===== src/clock_pin_regs.svh =====
// Purpose: Offsets, field positions, reset values and timing for clock and pin control
// Assumes: Registers reached through the serial host port's register access
// Notes: Offsets are numbered within this block's own window
`ifndef CLOCK_PIN_REGS_SVH
`define CLOCK_PIN_REGS_SVH

// ----------------------------------------
// Register offsets (byte addresses)
// ----------------------------------------
`define CLKCTL_OFS 12'h0E00
`define PINCFG_OFS 12'h0E04

// ----------------------------------------
// Clock source control fields
// ----------------------------------------
`define CLK_PLL_SEL_BIT 0
`define CLK_DISABLE_BIT 2
`define CLK_DEEP_SEL_BIT 3
`define CLK_SYSDIV_BIT 4
`define CLK_OUTDIV_LO 5
`define CLK_PLL_LOCK_BIT 8
`define CLK_STABLE_BIT 10
`define CLK_SYSRDY_BIT 12
`define CLK_WR_MASK 32'h0000_007D
`define CLK_RESET 32'h0000_0060

// ----------------------------------------
// Pin configuration fields
// ----------------------------------------
`define PIN_DIR0_BIT 0
`define PIN_STBY_BIT 6
`define PIN_AUX_PIN0_OUT_LATCH_BIT 8
`define PIN_LVL0_BIT 16
`define PIN_FUNC0_BIT 24
`define PIN_TXOD_BIT 28
`define PIN_SOF_BIT 29
`define PIN_IRQOD_BIT 30
`define PIN_WR_MASK 32'h7300_0343
`define PIN_RESET 32'h0300_0003

// ----------------------------------------
// Timing
// ----------------------------------------
`define MCLK_PERIOD_NS 5
`define CLK_START_NS 1000
`define CLK_START_CYC ((`CLK_START_NS + `MCLK_PERIOD_NS - 1) / `MCLK_PERIOD_NS)
`define PLL_LOCK_NS 500
`define PLL_LOCK_CYC ((`PLL_LOCK_NS + `MCLK_PERIOD_NS - 1) / `MCLK_PERIOD_NS)
`define SYSDIV_SETTLE_CYC 4

`endif


===== src/clock_pin_pkg.sv =====
// Purpose: Types for the clock and pin control block
// Assumes: Used with clock_pin_regs.svh
// Notes: Types only
package clock_pin_pkg;
  // Operating state of the clock tree
  typedef enum logic [1:0] {
    CLK_RUN,
    CLK_SLEEP,
    CLK_DEEP
  } power_state_t;
  // Operation mode request codes seen by this block
  typedef enum logic [2:0] {
    OPM_NORMAL = 3'h0,
    OPM_SLEEP = 3'h1,
    OPM_CONFIG = 3'h4
  } op_mode_t;
endpackage


===== src/clock_and_pin_config.sv =====
// Purpose: Clock source control and pin configuration registers with their logic
// Assumes: Host port gives single-cycle word writes with byte enables and reads
// Notes: Oscillator, PLL and divider outputs are control levels to the analog block
`timescale 1ns/1ps
`include "clock_pin_regs.svh"

module clock_and_pin_config (
  input wire logic mclk_i,
  input wire logic srst_i,
  input wire logic [11:0] reg_addr_i,
  input wire logic reg_wr_i,
  input wire logic [3:0] reg_be_i,
  input wire logic [31:0] reg_wdata_i,
  output logic [31:0] reg_rdata_o,
  input wire logic [2:0] op_mode_request_i,
  output logic wake_to_config_o,
  input wire logic wake_irq_enable_i,
  input wire logic host_chip_select_n_i,
  input wire logic bus_receive_pin_i,
  input wire logic tx_flag_i,
  input wire logic tx_irq_en_i,
  input wire logic rx_flag_i,
  input wire logic rx_irq_en_i,
  input wire logic sof_pulse_i,
  input wire logic [1:0] aux_pin_i,
  output logic [1:0] aux_pin_o,
  output logic [1:0] aux_pin_oe_o,
  output logic clock_out_pin_o,
  output logic osc_enable_o,
  output logic pll_select_o,
  output logic sysclk_divisor_o,
  output logic deep_power_down_o,
  output logic irq_pin_open_drain_o,
  output logic bus_tx_pin_open_drain_o,
  output logic standby_pin_ctrl_enable_o
);

  // ----------------------------------------
  // Register write helper
  // ----------------------------------------
  // Byte-lane merge: lane 0 is the lowest byte address
  function automatic logic [31:0] merge(input logic [31:0] old_v, input logic [31:0] new_v,
                                        input logic [3:0] be, input logic [31:0] wmask);
    logic [31:0] res;
    res = old_v;
    for (int b = 0; b < 4; b++) begin
      if (be[b]) begin
        res[b*8 +: 8] = new_v[b*8 +: 8];
      end
    end
    merge = (res & wmask) | (old_v & ~wmask);
  endfunction

  // ----------------------------------------
  // State
  // ----------------------------------------
  logic [31:0] clk_r, clk_nxt; // Clock control storage
  logic [31:0] pin_r, pin_nxt; // Pin configuration storage
  clock_pin_pkg::power_state_t pwr_r, pwr_nxt; // Sleep state
  logic [7:0] osc_cnt_r, osc_cnt_nxt; // Oscillator start counter
  logic [7:0] pll_cnt_r, pll_cnt_nxt; // PLL lock counter
  logic [2:0] div_cnt_r, div_cnt_nxt; // Divisor settle counter
  logic [2:0] odiv_cnt_r, odiv_cnt_nxt; // Clock output divider counter
  logic clock_out_pin_r, clock_out_pin_nxt; // Divided clock level
  logic wake_r, wake_nxt; // Wake pulse to controller
  logic [1:0] pin_s1_r, pin_s2_r; // Aux pin synchroniser
  logic [1:0] rx_s_r, cs_s_r; // Bus and select synchronisers, [0] first stage
  logic sof_r; // Registered start-of-frame mark
  logic [1:0] pin_out_r, pin_out_nxt; // Registered aux pin data and its next value
  logic [31:0] rdata_r, rdata_nxt; // Read data
  logic wr_clk, wr_pin, in_config, bus_wake, cs_wake;
  logic [3:0] div_limit; // Half-period count minus one
  logic [31:0] clk_view, pin_view;
  assign wr_clk = reg_wr_i && (reg_addr_i == `CLKCTL_OFS);
  assign wr_pin = reg_wr_i && (reg_addr_i == `PINCFG_OFS);
  assign in_config = (op_mode_request_i == clock_pin_pkg::OPM_CONFIG);
  // Bus wake needs the wake interrupt enabled
  assign bus_wake = !rx_s_r[1] && wake_irq_enable_i;
  assign cs_wake = !cs_s_r[1];
  // ----------------------------------------
  // Input synchronisers
  // ----------------------------------------
  // Two flops on every pin input
  always_ff @(posedge mclk_i) begin
    pin_s1_r <= aux_pin_i;
    pin_s2_r <= pin_s1_r;
    rx_s_r <= {rx_s_r[0], bus_receive_pin_i};
    cs_s_r <= {cs_s_r[0], host_chip_select_n_i};
    sof_r <= sof_pulse_i;
  end

  // ----------------------------------------
  // Register and power state next values
  // ----------------------------------------
  always_comb begin
    logic [31:0] wm;
    wm = `CLK_WR_MASK;
    if (!in_config) begin
      wm[`CLK_PLL_SEL_BIT] = 1'b0;
      wm[`CLK_SYSDIV_BIT] = 1'b0;
    end
    clk_nxt = clk_r;
    pin_nxt = pin_r;
    pwr_nxt = pwr_r;
    wake_nxt = 1'b0;
    if (wr_clk) begin
      clk_nxt = merge(clk_r, reg_wdata_i, reg_be_i, wm);
    end
    if (wr_pin) begin
      pin_nxt = merge(pin_r, reg_wdata_i, reg_be_i, `PIN_WR_MASK);
    end
    case (pwr_r)
      clock_pin_pkg::CLK_RUN: begin
        // Sleep request or disable bit enters sleep; deep select bit picks variant, the select bit alone does nothing
        if (op_mode_request_i == clock_pin_pkg::OPM_SLEEP || clk_nxt[`CLK_DISABLE_BIT]) begin
          clk_nxt[`CLK_DISABLE_BIT] = 1'b1;
          pwr_nxt = clk_r[`CLK_DEEP_SEL_BIT] ? clock_pin_pkg::CLK_DEEP
                                              : clock_pin_pkg::CLK_SLEEP;
        end
      end
      clock_pin_pkg::CLK_SLEEP: begin
        // Light sleep keeps contents
        if (!clk_nxt[`CLK_DISABLE_BIT] || bus_wake) begin
          clk_nxt[`CLK_DISABLE_BIT] = 1'b0;
          pwr_nxt = clock_pin_pkg::CLK_RUN;
          wake_nxt = 1'b1;
        end
      end
      clock_pin_pkg::CLK_DEEP: begin
        // Deep sleep: contents lost, back to reset values on wake
        clk_nxt = `CLK_RESET | (32'h0000_0001 << `CLK_DISABLE_BIT);
        pin_nxt = `PIN_RESET;
        if (cs_wake || bus_wake) begin
          clk_nxt = `CLK_RESET;
          pwr_nxt = clock_pin_pkg::CLK_RUN;
          wake_nxt = 1'b1;
        end
      end
      default: begin
        pwr_nxt = clock_pin_pkg::CLK_RUN;
      end
    endcase
  end
  always_ff @(posedge mclk_i) begin
    if (srst_i) begin
      clk_r <= `CLK_RESET;
      pin_r <= `PIN_RESET;
      pwr_r <= clock_pin_pkg::CLK_RUN;
      wake_r <= 1'b0;
    end else begin
      clk_r <= clk_nxt;
      pin_r <= pin_nxt;
      pwr_r <= pwr_nxt;
      wake_r <= wake_nxt;
    end
  end
  // ----------------------------------------
  // Clock readiness counters
  // ----------------------------------------
  always_comb begin
    osc_cnt_nxt = osc_cnt_r;
    pll_cnt_nxt = pll_cnt_r;
    div_cnt_nxt = div_cnt_r;
    if (pwr_r != clock_pin_pkg::CLK_RUN) begin
      osc_cnt_nxt = 8'h00; // Clock stopped
      pll_cnt_nxt = 8'h00;
    end else if (osc_cnt_r != 8'(`CLK_START_CYC)) begin
      osc_cnt_nxt = osc_cnt_r + 8'h01;
    end else if (!clk_r[`CLK_PLL_SEL_BIT]) begin
      pll_cnt_nxt = 8'h00; // PLL off
    end else if (pll_cnt_r != 8'(`PLL_LOCK_CYC)) begin
      pll_cnt_nxt = pll_cnt_r + 8'h01;
    end
    if (clk_nxt[`CLK_SYSDIV_BIT] != clk_r[`CLK_SYSDIV_BIT]) begin
      div_cnt_nxt = 3'(`SYSDIV_SETTLE_CYC);
    end else if (div_cnt_r != 3'h0) begin
      div_cnt_nxt = div_cnt_r - 3'h1;
    end
  end
  always_ff @(posedge mclk_i) begin
    if (srst_i) begin
      osc_cnt_r <= 8'h00;
      pll_cnt_r <= 8'h00;
      div_cnt_r <= 3'h0;
    end else begin
      osc_cnt_r <= osc_cnt_nxt;
      pll_cnt_r <= pll_cnt_nxt;
      div_cnt_r <= div_cnt_nxt;
    end
  end

  // ----------------------------------------
  // Clock output divider
  // ----------------------------------------
  always_comb begin
    case (clk_r[`CLK_OUTDIV_LO +: 2])
      2'b11: div_limit = 4'h4; // Divide by 10
      2'b10: div_limit = 4'h1; // Divide by 4
      2'b01: div_limit = 4'h0; // Divide by 2
      default: div_limit = 4'hF; // Output held low
    endcase
    odiv_cnt_nxt = 3'h0;
    clock_out_pin_nxt = clock_out_pin_r;
    if (div_limit == 4'hF) begin
      clock_out_pin_nxt = 1'b0;
    end else if ({1'b0, odiv_cnt_r} >= div_limit) begin
      clock_out_pin_nxt = !clock_out_pin_r;
    end else begin
      odiv_cnt_nxt = odiv_cnt_r + 3'h1;
    end
  end
  always_ff @(posedge mclk_i) begin
    if (srst_i) begin
      odiv_cnt_r <= 3'h0;
      clock_out_pin_r <= 1'b0;
    end else begin
      odiv_cnt_r <= odiv_cnt_nxt;
      clock_out_pin_r <= clock_out_pin_nxt;
    end
  end

  // ----------------------------------------
  // Aux pin drive
  // ----------------------------------------
  for (genvar p = 0; p < 2; p++) begin : g_aux
    logic irq_lvl;
    assign irq_lvl = (p == 0) ? (tx_flag_i && tx_irq_en_i)
                              : (rx_flag_i && rx_irq_en_i);
    // Interrupt function drives the active-low request, otherwise the latch
    assign pin_out_nxt[p] = !pin_r[`PIN_FUNC0_BIT + p] ? !irq_lvl
                                                      : pin_r[`PIN_AUX_PIN0_OUT_LATCH_BIT + p];
    // Interrupt function forces output; otherwise direction bit decides
    assign aux_pin_oe_o[p] = !pin_r[`PIN_FUNC0_BIT + p] ||
                             !pin_r[`PIN_DIR0_BIT + p];
  end
  assign aux_pin_o = pin_out_r;

  // ----------------------------------------
  // Read views
  // ----------------------------------------
  always_comb begin
    clk_view = clk_r & `CLK_WR_MASK;
    // Lock and stable flags drop at once when the clock stops, before the counters clear
    clk_view[`CLK_PLL_LOCK_BIT] = osc_enable_o && (pll_cnt_r == 8'(`PLL_LOCK_CYC));
    clk_view[`CLK_STABLE_BIT] = osc_enable_o && (osc_cnt_r == 8'(`CLK_START_CYC));
    clk_view[`CLK_SYSRDY_BIT] = (div_cnt_r == 3'h0);
    pin_view = pin_r & `PIN_WR_MASK;
    pin_view[`PIN_LVL0_BIT +: 2] = pin_s2_r;
    rdata_nxt = 32'h0000_0000;
    if (reg_addr_i == `CLKCTL_OFS) begin
      rdata_nxt = clk_view;
    end else if (reg_addr_i == `PINCFG_OFS) begin
      rdata_nxt = pin_view;
    end
  end
  // Read data and aux pin data registers
  always_ff @(posedge mclk_i) begin
    if (srst_i) begin
      rdata_r <= 32'h0000_0000;
      pin_out_r <= 2'b00;
    end else begin
      rdata_r <= rdata_nxt;
      pin_out_r <= pin_out_nxt;
    end
  end
  // ----------------------------------------
  // Outputs
  // ----------------------------------------
  assign reg_rdata_o = rdata_r;
  assign wake_to_config_o = wake_r;
  assign osc_enable_o = (pwr_r == clock_pin_pkg::CLK_RUN);
  assign pll_select_o = clk_r[`CLK_PLL_SEL_BIT];
  assign sysclk_divisor_o = clk_r[`CLK_SYSDIV_BIT];
  assign deep_power_down_o = (pwr_r == clock_pin_pkg::CLK_DEEP);
  assign clock_out_pin_o = pin_r[`PIN_SOF_BIT] ? sof_r : clock_out_pin_r;
  assign irq_pin_open_drain_o = pin_r[`PIN_IRQOD_BIT];
  assign bus_tx_pin_open_drain_o = pin_r[`PIN_TXOD_BIT];
  assign standby_pin_ctrl_enable_o = pin_r[`PIN_STBY_BIT];
endmodule


===== config.mk =====
export PLATFORM = sky130hd
export DESIGN_NAME = clock_and_pin_config
export DESIGN_NICKNAME = d
export VERILOG_FILES = /design/src/clock_pin_pkg.sv /design/src/clock_and_pin_config.sv
export VERILOG_INCLUDE_DIRS = /design/src /design/src/src
export SDC_FILE = /design/constraint.sdc
export NUM_CORES = 1
export LEC_CHECK = 0
export ABC_AREA = 1
export BUFFER_PORTS_ARGS = -buffer_cell sky130_fd_sc_hd__buf_2
export CORE_MARGIN = 2
export CORE_UTILIZATION = 35
export CTS_CLUSTER_SIZE = 14
export DETAILED_ROUTE_END_ITERATION = 7
export GPL_ROUTABILITY_DRIVEN = 0
export PLACE_DENSITY = 0.66
export SYNTH_ARGS = -nofsm -noshare
export SYNTH_HDL_FRONTEND = slang
export SYNTH_SLANG_ARGS = --single-unit

===== constraint.sdc =====
create_clock -name mclk_i -period 2.1 [get_ports mclk_i]
set_clock_uncertainty 0.05 [all_clocks]
set_input_delay 0.525 -clock mclk_i [delete_from_list [all_inputs] [get_ports mclk_i]]
set_output_delay 0.525 -clock mclk_i [all_outputs]
set_load 0.02 [all_outputs]

==> run summary, run 1 <==
Synth Area in XOR/XNOR - 0.0261
Pint - 2.14 mW
total iterations of the first detailed-routing run - 4
Post-CTS Repair Setup Buffers - 0
root buffer cell - clkbuf_8
critical path fanouts, max - 5
mux share of post-synthesis cell area - 0
WS Path Type - flip-flop to output pin
nets - 551
share of power burned in registers - 0.492
Final Hold Vio Count - 0
vias per std cell - 4.45
post-synthesis sequential area ratio - 0.471
gr ovfl total - 0
Tmin final - 1.84 ns
WP data arrival - 1.27 ns
max cap viols - 0
via count - 2,587
Min-Delay Path Depth - 1
post-synthesis cell type count - 31
CP Launch Type - flip-flop
sink of the worst hold path - rx_s_r[0]
area delta synth->final - 22.9%
DRC Markers - 0
R2R Path Start - pwr_r[0]
CTS resizes - 0
Clock power frac - 0.369
total wire length - 6.60 mm
hold wc startpoint - bus_receive_pin_i
Compound-Gate Fraction of Synth Area - 0.114
area of the multi-input gates - 1290 um^2
Crit. End Element - output pin
sw power - 0.788 mW
register area - 1420 um^2
largest family of logic cells by synthesized area - simple AND/OR/NAND/NOR gates
status - completed
Fillers - 823
Cell Rows - 33
clock latency on the worst-skew pair - 0.34 ns
CTS Hold Bufs - 0
post-layout util - 0.447
worst flop-to-flop path endpoint - pll_cnt_r[4]
Die Span Y - 96.9 um
Power Density - 789 nW/um^2
combinational share of power - 0.139
post-route cell area - 3710 um^2
largest net degree at the start of global routing - 13
Adder-Cell Fraction of Synth Area - 0.0622
placed inst area - 3510 um^2
first-pass GRT wire length - 11.2 mm
Overall Global Routing Usage - 0.146
DR WL/cell - 11.4 um
worst path required time - 1.52 ns
leak pwr - 1.82 nW
share of cells above drive strength 1 - 0.221
CTS tree - built
antenna-violating nets left - 0
Sink Count - 71
Initial Utilization - 0.364
placed cells - 566
switching share of power - 0.269
commonest non-fill, non-tap cell in the layout - buf_2
RSZ-0062 raised after global routing - false
clock-pin slew on the worst setup and hold paths - 0.08 ns
Ports - 109
CTS H-tree lvls - 3
final count of negative-setup-slack endpoints - 0
Max VDD drop - 0.458 mV
Avg Inst Size Synth - 7.90 um^2
crit share post-route - 0.878
Synthesis Warnings - 0
commonest non-fill, non-tap cells in the layout - buf_2 (75), dfxtp_1 (71), inv_1 (65), nand2_1 (55), nor2_1 (54)
port bufs - 75
HPWL Detailed - 5.22 mm
R2R setup slack - 0.33 ns
core footprint - 8300 um^2
die area - 9380 um^2
Synth Instances - 382
Iteration-0 DRC Markers - 111
fin cells - 581
Num CTS Buffers - 9
Simple-Gate Fraction of Synth Area - 0.207
Hold Crit Class - input port to flip-flop
Antenna diodes - 0
max-slew violations - 0
initial antenna violation count - 0
Die Wd - 96.9 um
vias in the first global route - 2,504
Reg2Reg Depth - 8
flops & latches, synth - 71
Post-Syn Area - 3020 um^2
Achievable Freq - 542 MHz
clock buffer depth - 2
routing by layer:
metal	track usage	up-vias	share of wire
li1	-	1362	-
met1	0.183	1139	0.46
met2	0.240	80	0.47
met3	0.0549	6	0.068
met4	0.0336	0	0.0085
met5	0	-	0
through the flow:
step	hold slack (ns)	TNS, ns	power (mW)	worst slack, ns
after floorplan	0.260	0	1.77	0.480
after global placement	0.263	0	1.85	0.0703
after detailed placement	0.262	-0.00595	1.87	-0.00595
after CTS	0.214	0	2.95	0.255
after global routing	0.202	0	3.09	0.0717
final	0.224	0	2.93	0.256
area by class of cell:
cell class / count / share of cell area
inverters: 66 / 0.0668
repair buffers: 82 / 0.115
flip-flops and latches: 71 / 0.383
clock buffers: 10 / 0.0371
well taps: 105 / 0.0354
multi-input cells: 242 / 0.347
clock inverters: 5 / 0.0158
cell usage after synthesis:
| library cell | n | area share |
|---|---|---|
| a211oi_1 | 5 | 0.012 |
| a21oi_1 | 24 | 0.040 |
| a31oi_1 | 3 | 0.0062 |
| and3_1 | 1 | 0.0021 |
| buf_4 | 14 | 0.035 |
| clkbuf_1 | 2 | 0.0025 |
| clkinv_1 | 1 | 0.0012 |
| conb_1 | 1 | 0.0012 |
| dfxtp_1 | 71 | 0.47 |
| ha_1 | 15 | 0.062 |
| inv_1 | 65 | 0.081 |
| nand2_1 | 55 | 0.068 |
| nand2_2 | 1 | 0.0021 |
| nand2_4 | 1 | 0.0037 |
| nand3_1 | 10 | 0.017 |
| nand3b_1 | 1 | 0.0025 |
| nand4_1 | 5 | 0.010 |
| nand4_2 | 1 | 0.0041 |
| nor2_1 | 54 | 0.067 |
| nor2_4 | 1 | 0.0037 |
| nor3_1 | 5 | 0.0083 |
| nor3_2 | 1 | 0.0033 |
| nor3b_1 | 1 | 0.0025 |
| nor4_4 | 1 | 0.0070 |
| o21ai_0 | 28 | 0.046 |
| o22ai_1 | 3 | 0.0062 |
| o31ai_1 | 1 | 0.0025 |
| or2_2 | 1 | 0.0021 |
| or4_2 | 1 | 0.0029 |
| xnor2_1 | 4 | 0.012 |
| xor2_1 | 5 | 0.015 |
worst max-delay path by stage:
stage	start	end	slack (ns)	cells after the start
6_report	pwr_r[0]	osc_enable_o	0.26	3
5_1_grt	reg_addr_i[1]	flip-flop	0.07	10
4_1_cts	pwr_r[0]	osc_enable_o	0.26	3
3_5_place_dp	reg_addr_i[1]	flip-flop	-0.006	9
3_3_place_gp	reg_addr_i[1]	flip-flop	0.07	9
2_1_floorplan	pwr_r[0]	pll_cnt_r[2]	0.48	8
cell families after synthesis:
kind of cell,after synthesis
XOR/XNOR,9
AO/OA/AOI/OAI,64
flip-flops,71
buffers and inverters,82
adder cells (fa/ha/maj),15
AND/OR/NAND/NOR,140
other,1
worst max-delay path, cell delays in order (launching register included):
cell and delay [ns]:
dfxtp_1 0.38, inv_1 0.09, ha_1 0.27, buf_2 0.19
power groups by stage:
stage | Sequential (mW) | Combinational [mW] | Clock (mW)
detailed placement | 1.47 | 0.402 | 0
floorplan | 1.47 | 0.304 | 0
CTS | 1.44 | 0.407 | 1.11
finish | 1.44 | 0.407 | 1.08
global placement | 1.47 | 0.382 | 0
global route | 1.45 | 0.475 | 1.17
No activity file was read; power rests on OpenSTA's default activity.
==> run 2: changes to the inputs <==
--- a/config.mk
+++ b/config.mk
@@ -14,6 +14,7 @@
 export DETAILED_ROUTE_END_ITERATION = 7
 export GPL_ROUTABILITY_DRIVEN = 0
 export PLACE_DENSITY = 0.66
+export RECOVER_POWER = 100
 export SYNTH_ARGS = -nofsm -noshare
 export SYNTH_HDL_FRONTEND = slang
 export SYNTH_SLANG_ARGS = --single-unit
==> run 2 against run 1 <==
Global-route usage did not move; sequential cell count did not move; critical endpoint unchanged; cell area decreased by 2.0%; via count barely moved; maximum frequency decreased by 2.1%; register-to-register slack worse by 0.07 ns; critical path type unchanged; first-iteration DRC count is 12% higher; power decreased by 0.16%.
==> run summary, run 2 (synthesized netlist as in run 1, its figures left out) <==
crit share post-route - 0.897 (was 0.878)
Die Span Y - 96.9 um (unchanged)
Clock power frac - 0.371 (was 0.369)
vias in the first global route - 2,504 (unchanged)
commonest non-fill, non-tap cell in the layout - dfxtp_1 (was buf_2)
DRC Markers - 0 (unchanged)
CTS tree - built (unchanged)
port bufs - 75 (unchanged)
sw power - 0.790 mW (was 0.788 mW)
combinational share of power - 0.136 (was 0.139)
Fillers - 846 (was 823)
Hold Crit Class - input port to flip-flop (unchanged)
final count of negative-setup-slack endpoints - 0 (unchanged)
die area - 9380 um^2 (unchanged)
RSZ-0062 raised after global routing - false (unchanged)
WP data arrival - 1.31 ns (was 1.27 ns)
leak pwr - 1.66 nW (was 1.82 nW)
root buffer cell - clkbuf_8 (unchanged)
critical path fanouts, max - 5 (unchanged)
register area - 1420 um^2 (unchanged)
Power Density - 804 nW/um^2 (was 789 nW/um^2)
area delta synth->final - 20.4% (was 22.9%)
Pint - 2.13 mW (was 2.14 mW)
Overall Global Routing Usage - 0.146 (unchanged)
CTS H-tree lvls - 3 (unchanged)
status - completed (unchanged)
Final Hold Vio Count - 0 (unchanged)
Sink Count - 71 (unchanged)
HPWL Detailed - 5.22 mm (unchanged)
max-slew violations - 0 (unchanged)
via count - 2,589 (was 2,587)
cell family with most CP delay - buffers and inverters (was flip-flops)
Worst path max stage delay - 0.34 ns (was 0.38 ns)
CTS resizes - 0 (unchanged)
Achievable Freq - 531 MHz (was 542 MHz)
largest net degree at the start of global routing - 13 (unchanged)
CTS Hold Bufs - 0 (unchanged)
share of power burned in registers - 0.493 (was 0.492)
Num CTS Buffers - 9 (unchanged)
clock-pin slew on the worst setup and hold paths - 0.08 ns (about the same)
Post-CTS Repair Setup Buffers - 0 (unchanged)
Place WS - -0.00595 ns (unchanged)
share of cells above drive strength 1 - 0.137 (was 0.221)
gr ovfl total - 0 (unchanged)
core footprint - 8300 um^2 (unchanged)
total iterations of the first detailed-routing run - 4 (unchanged)
CP Cell Sequence - inv_1 > ha_1 > clkbuf_1 (was inv_1 > ha_1 > buf_2)
antenna-violating nets left - 0 (unchanged)
placed inst area - 3510 um^2 (unchanged)
WS Path Type - flip-flop to output pin (unchanged)
Cell Rows - 33 (unchanged)
first-pass GRT wire length - 11.2 mm (unchanged)
nets - 551 (unchanged)
vias per std cell - 4.46 (was 4.45)
max cap viols - 0 (unchanged)
Iteration-0 DRC Markers - 124 (was 111)
switching share of power - 0.270 (was 0.269)
worst path required time - 1.52 ns (about the same)
CP Launch Type - flip-flop (unchanged)
Ports - 109 (unchanged)
clock buffer depth - 2 (unchanged)
Max VDD drop - 0.457 mV (was 0.458 mV)
commonest non-fill, non-tap cells in the layout - dfxtp_1 (71), inv_1 (65), nand2_1 (56), nor2_1 (54), buf_2 (42) (was buf_2 (75), dfxtp_1 (71), inv_1 (65), nand2_1 (55), nor2_1 (54))
Die Wd - 96.9 um (unchanged)
Initial Utilization - 0.364 (unchanged)
total wire length - 6.66 mm (was 6.60 mm)
Antenna diodes - 0 (unchanged)
final setup margin - 0.217 ns (was 0.256 ns)
Crit. End Element - output pin (unchanged)
post-route cell area - 3640 um^2 (was 3710 um^2)
clock latency on the worst-skew pair - 0.35 ns (was 0.34 ns)
Slowest-stage cell, CP - dfxtp_1 (unchanged)
DR WL/cell - 11.5 um (was 11.4 um)
Tmin final - 1.88 ns (was 1.84 ns)
crit path buf inv count - 2 (unchanged)
initial antenna violation count - 0 (unchanged)
area of the multi-input gates - 1270 um^2 (was 1290 um^2)
run 2: final timing paths:
kind	startpoint	end	slack, ns	depth (start not counted)
setup / recovery	pwr_r[0]	osc_enable_o	0.22	3
hold / removal	bus_receive_pin_i	rx_s_r[0]	0.22	1
setup reg to reg	osc_cnt_r[0]	pll_cnt_r[4]	0.26	9
hold reg to reg	pin_s1_r[0]	pin_s2_r[0]	0.28	0
run 2: through the flow:
| stage | setup TNS, ns | total power, mW | std cells | hold WS, ns | utilization |
|---|---|---|---|---|---|
| after detailed placement | -0.00595 | 1.87 | 566 | 0.262 | 0.423 |
| after CTS | 0 | 2.95 | 581 | 0.214 | 0.447 |
| after global routing | 0 | 3.08 | 581 | 0.202 | 0.438 |
| final | 0 | 2.92 | 581 | 0.223 | 0.438 |
| after global placement | 0 | 1.85 | 566 | 0.263 | 0.423 |
| after floorplan | 0 | 1.77 | 395 | 0.260 | - |
run 2: per-layer routing:
layer | routed length [um] | global-route usage
met3 | 516 | 0.0549
met2 | 3080 | 0.240
met5 | 0 | 0
met4 | 56 | 0.0336
met1 | 3010 | 0.183
run 2: layout make-up:
type,count,share of cell area
Sequential cell,71,0.391
Multi-Input combinational cell,242,0.349
Timing Repair Buffer,82,0.102
Inverter,66,0.0681
Clock buffer,10,0.0379
Tap cell,105,0.0361
Clock inverter,5,0.0162
run 2: power by group through the flow:
stage                     clock network (mW)  registers, mW  logic [mW]
after detailed placement                   0           1.47       0.402
after global placement                     0           1.47       0.382
after global routing                    1.17           1.45       0.467
final                                   1.08           1.44       0.399
after floorplan                            0           1.47       0.304
after CTS                               1.11           1.44       0.407
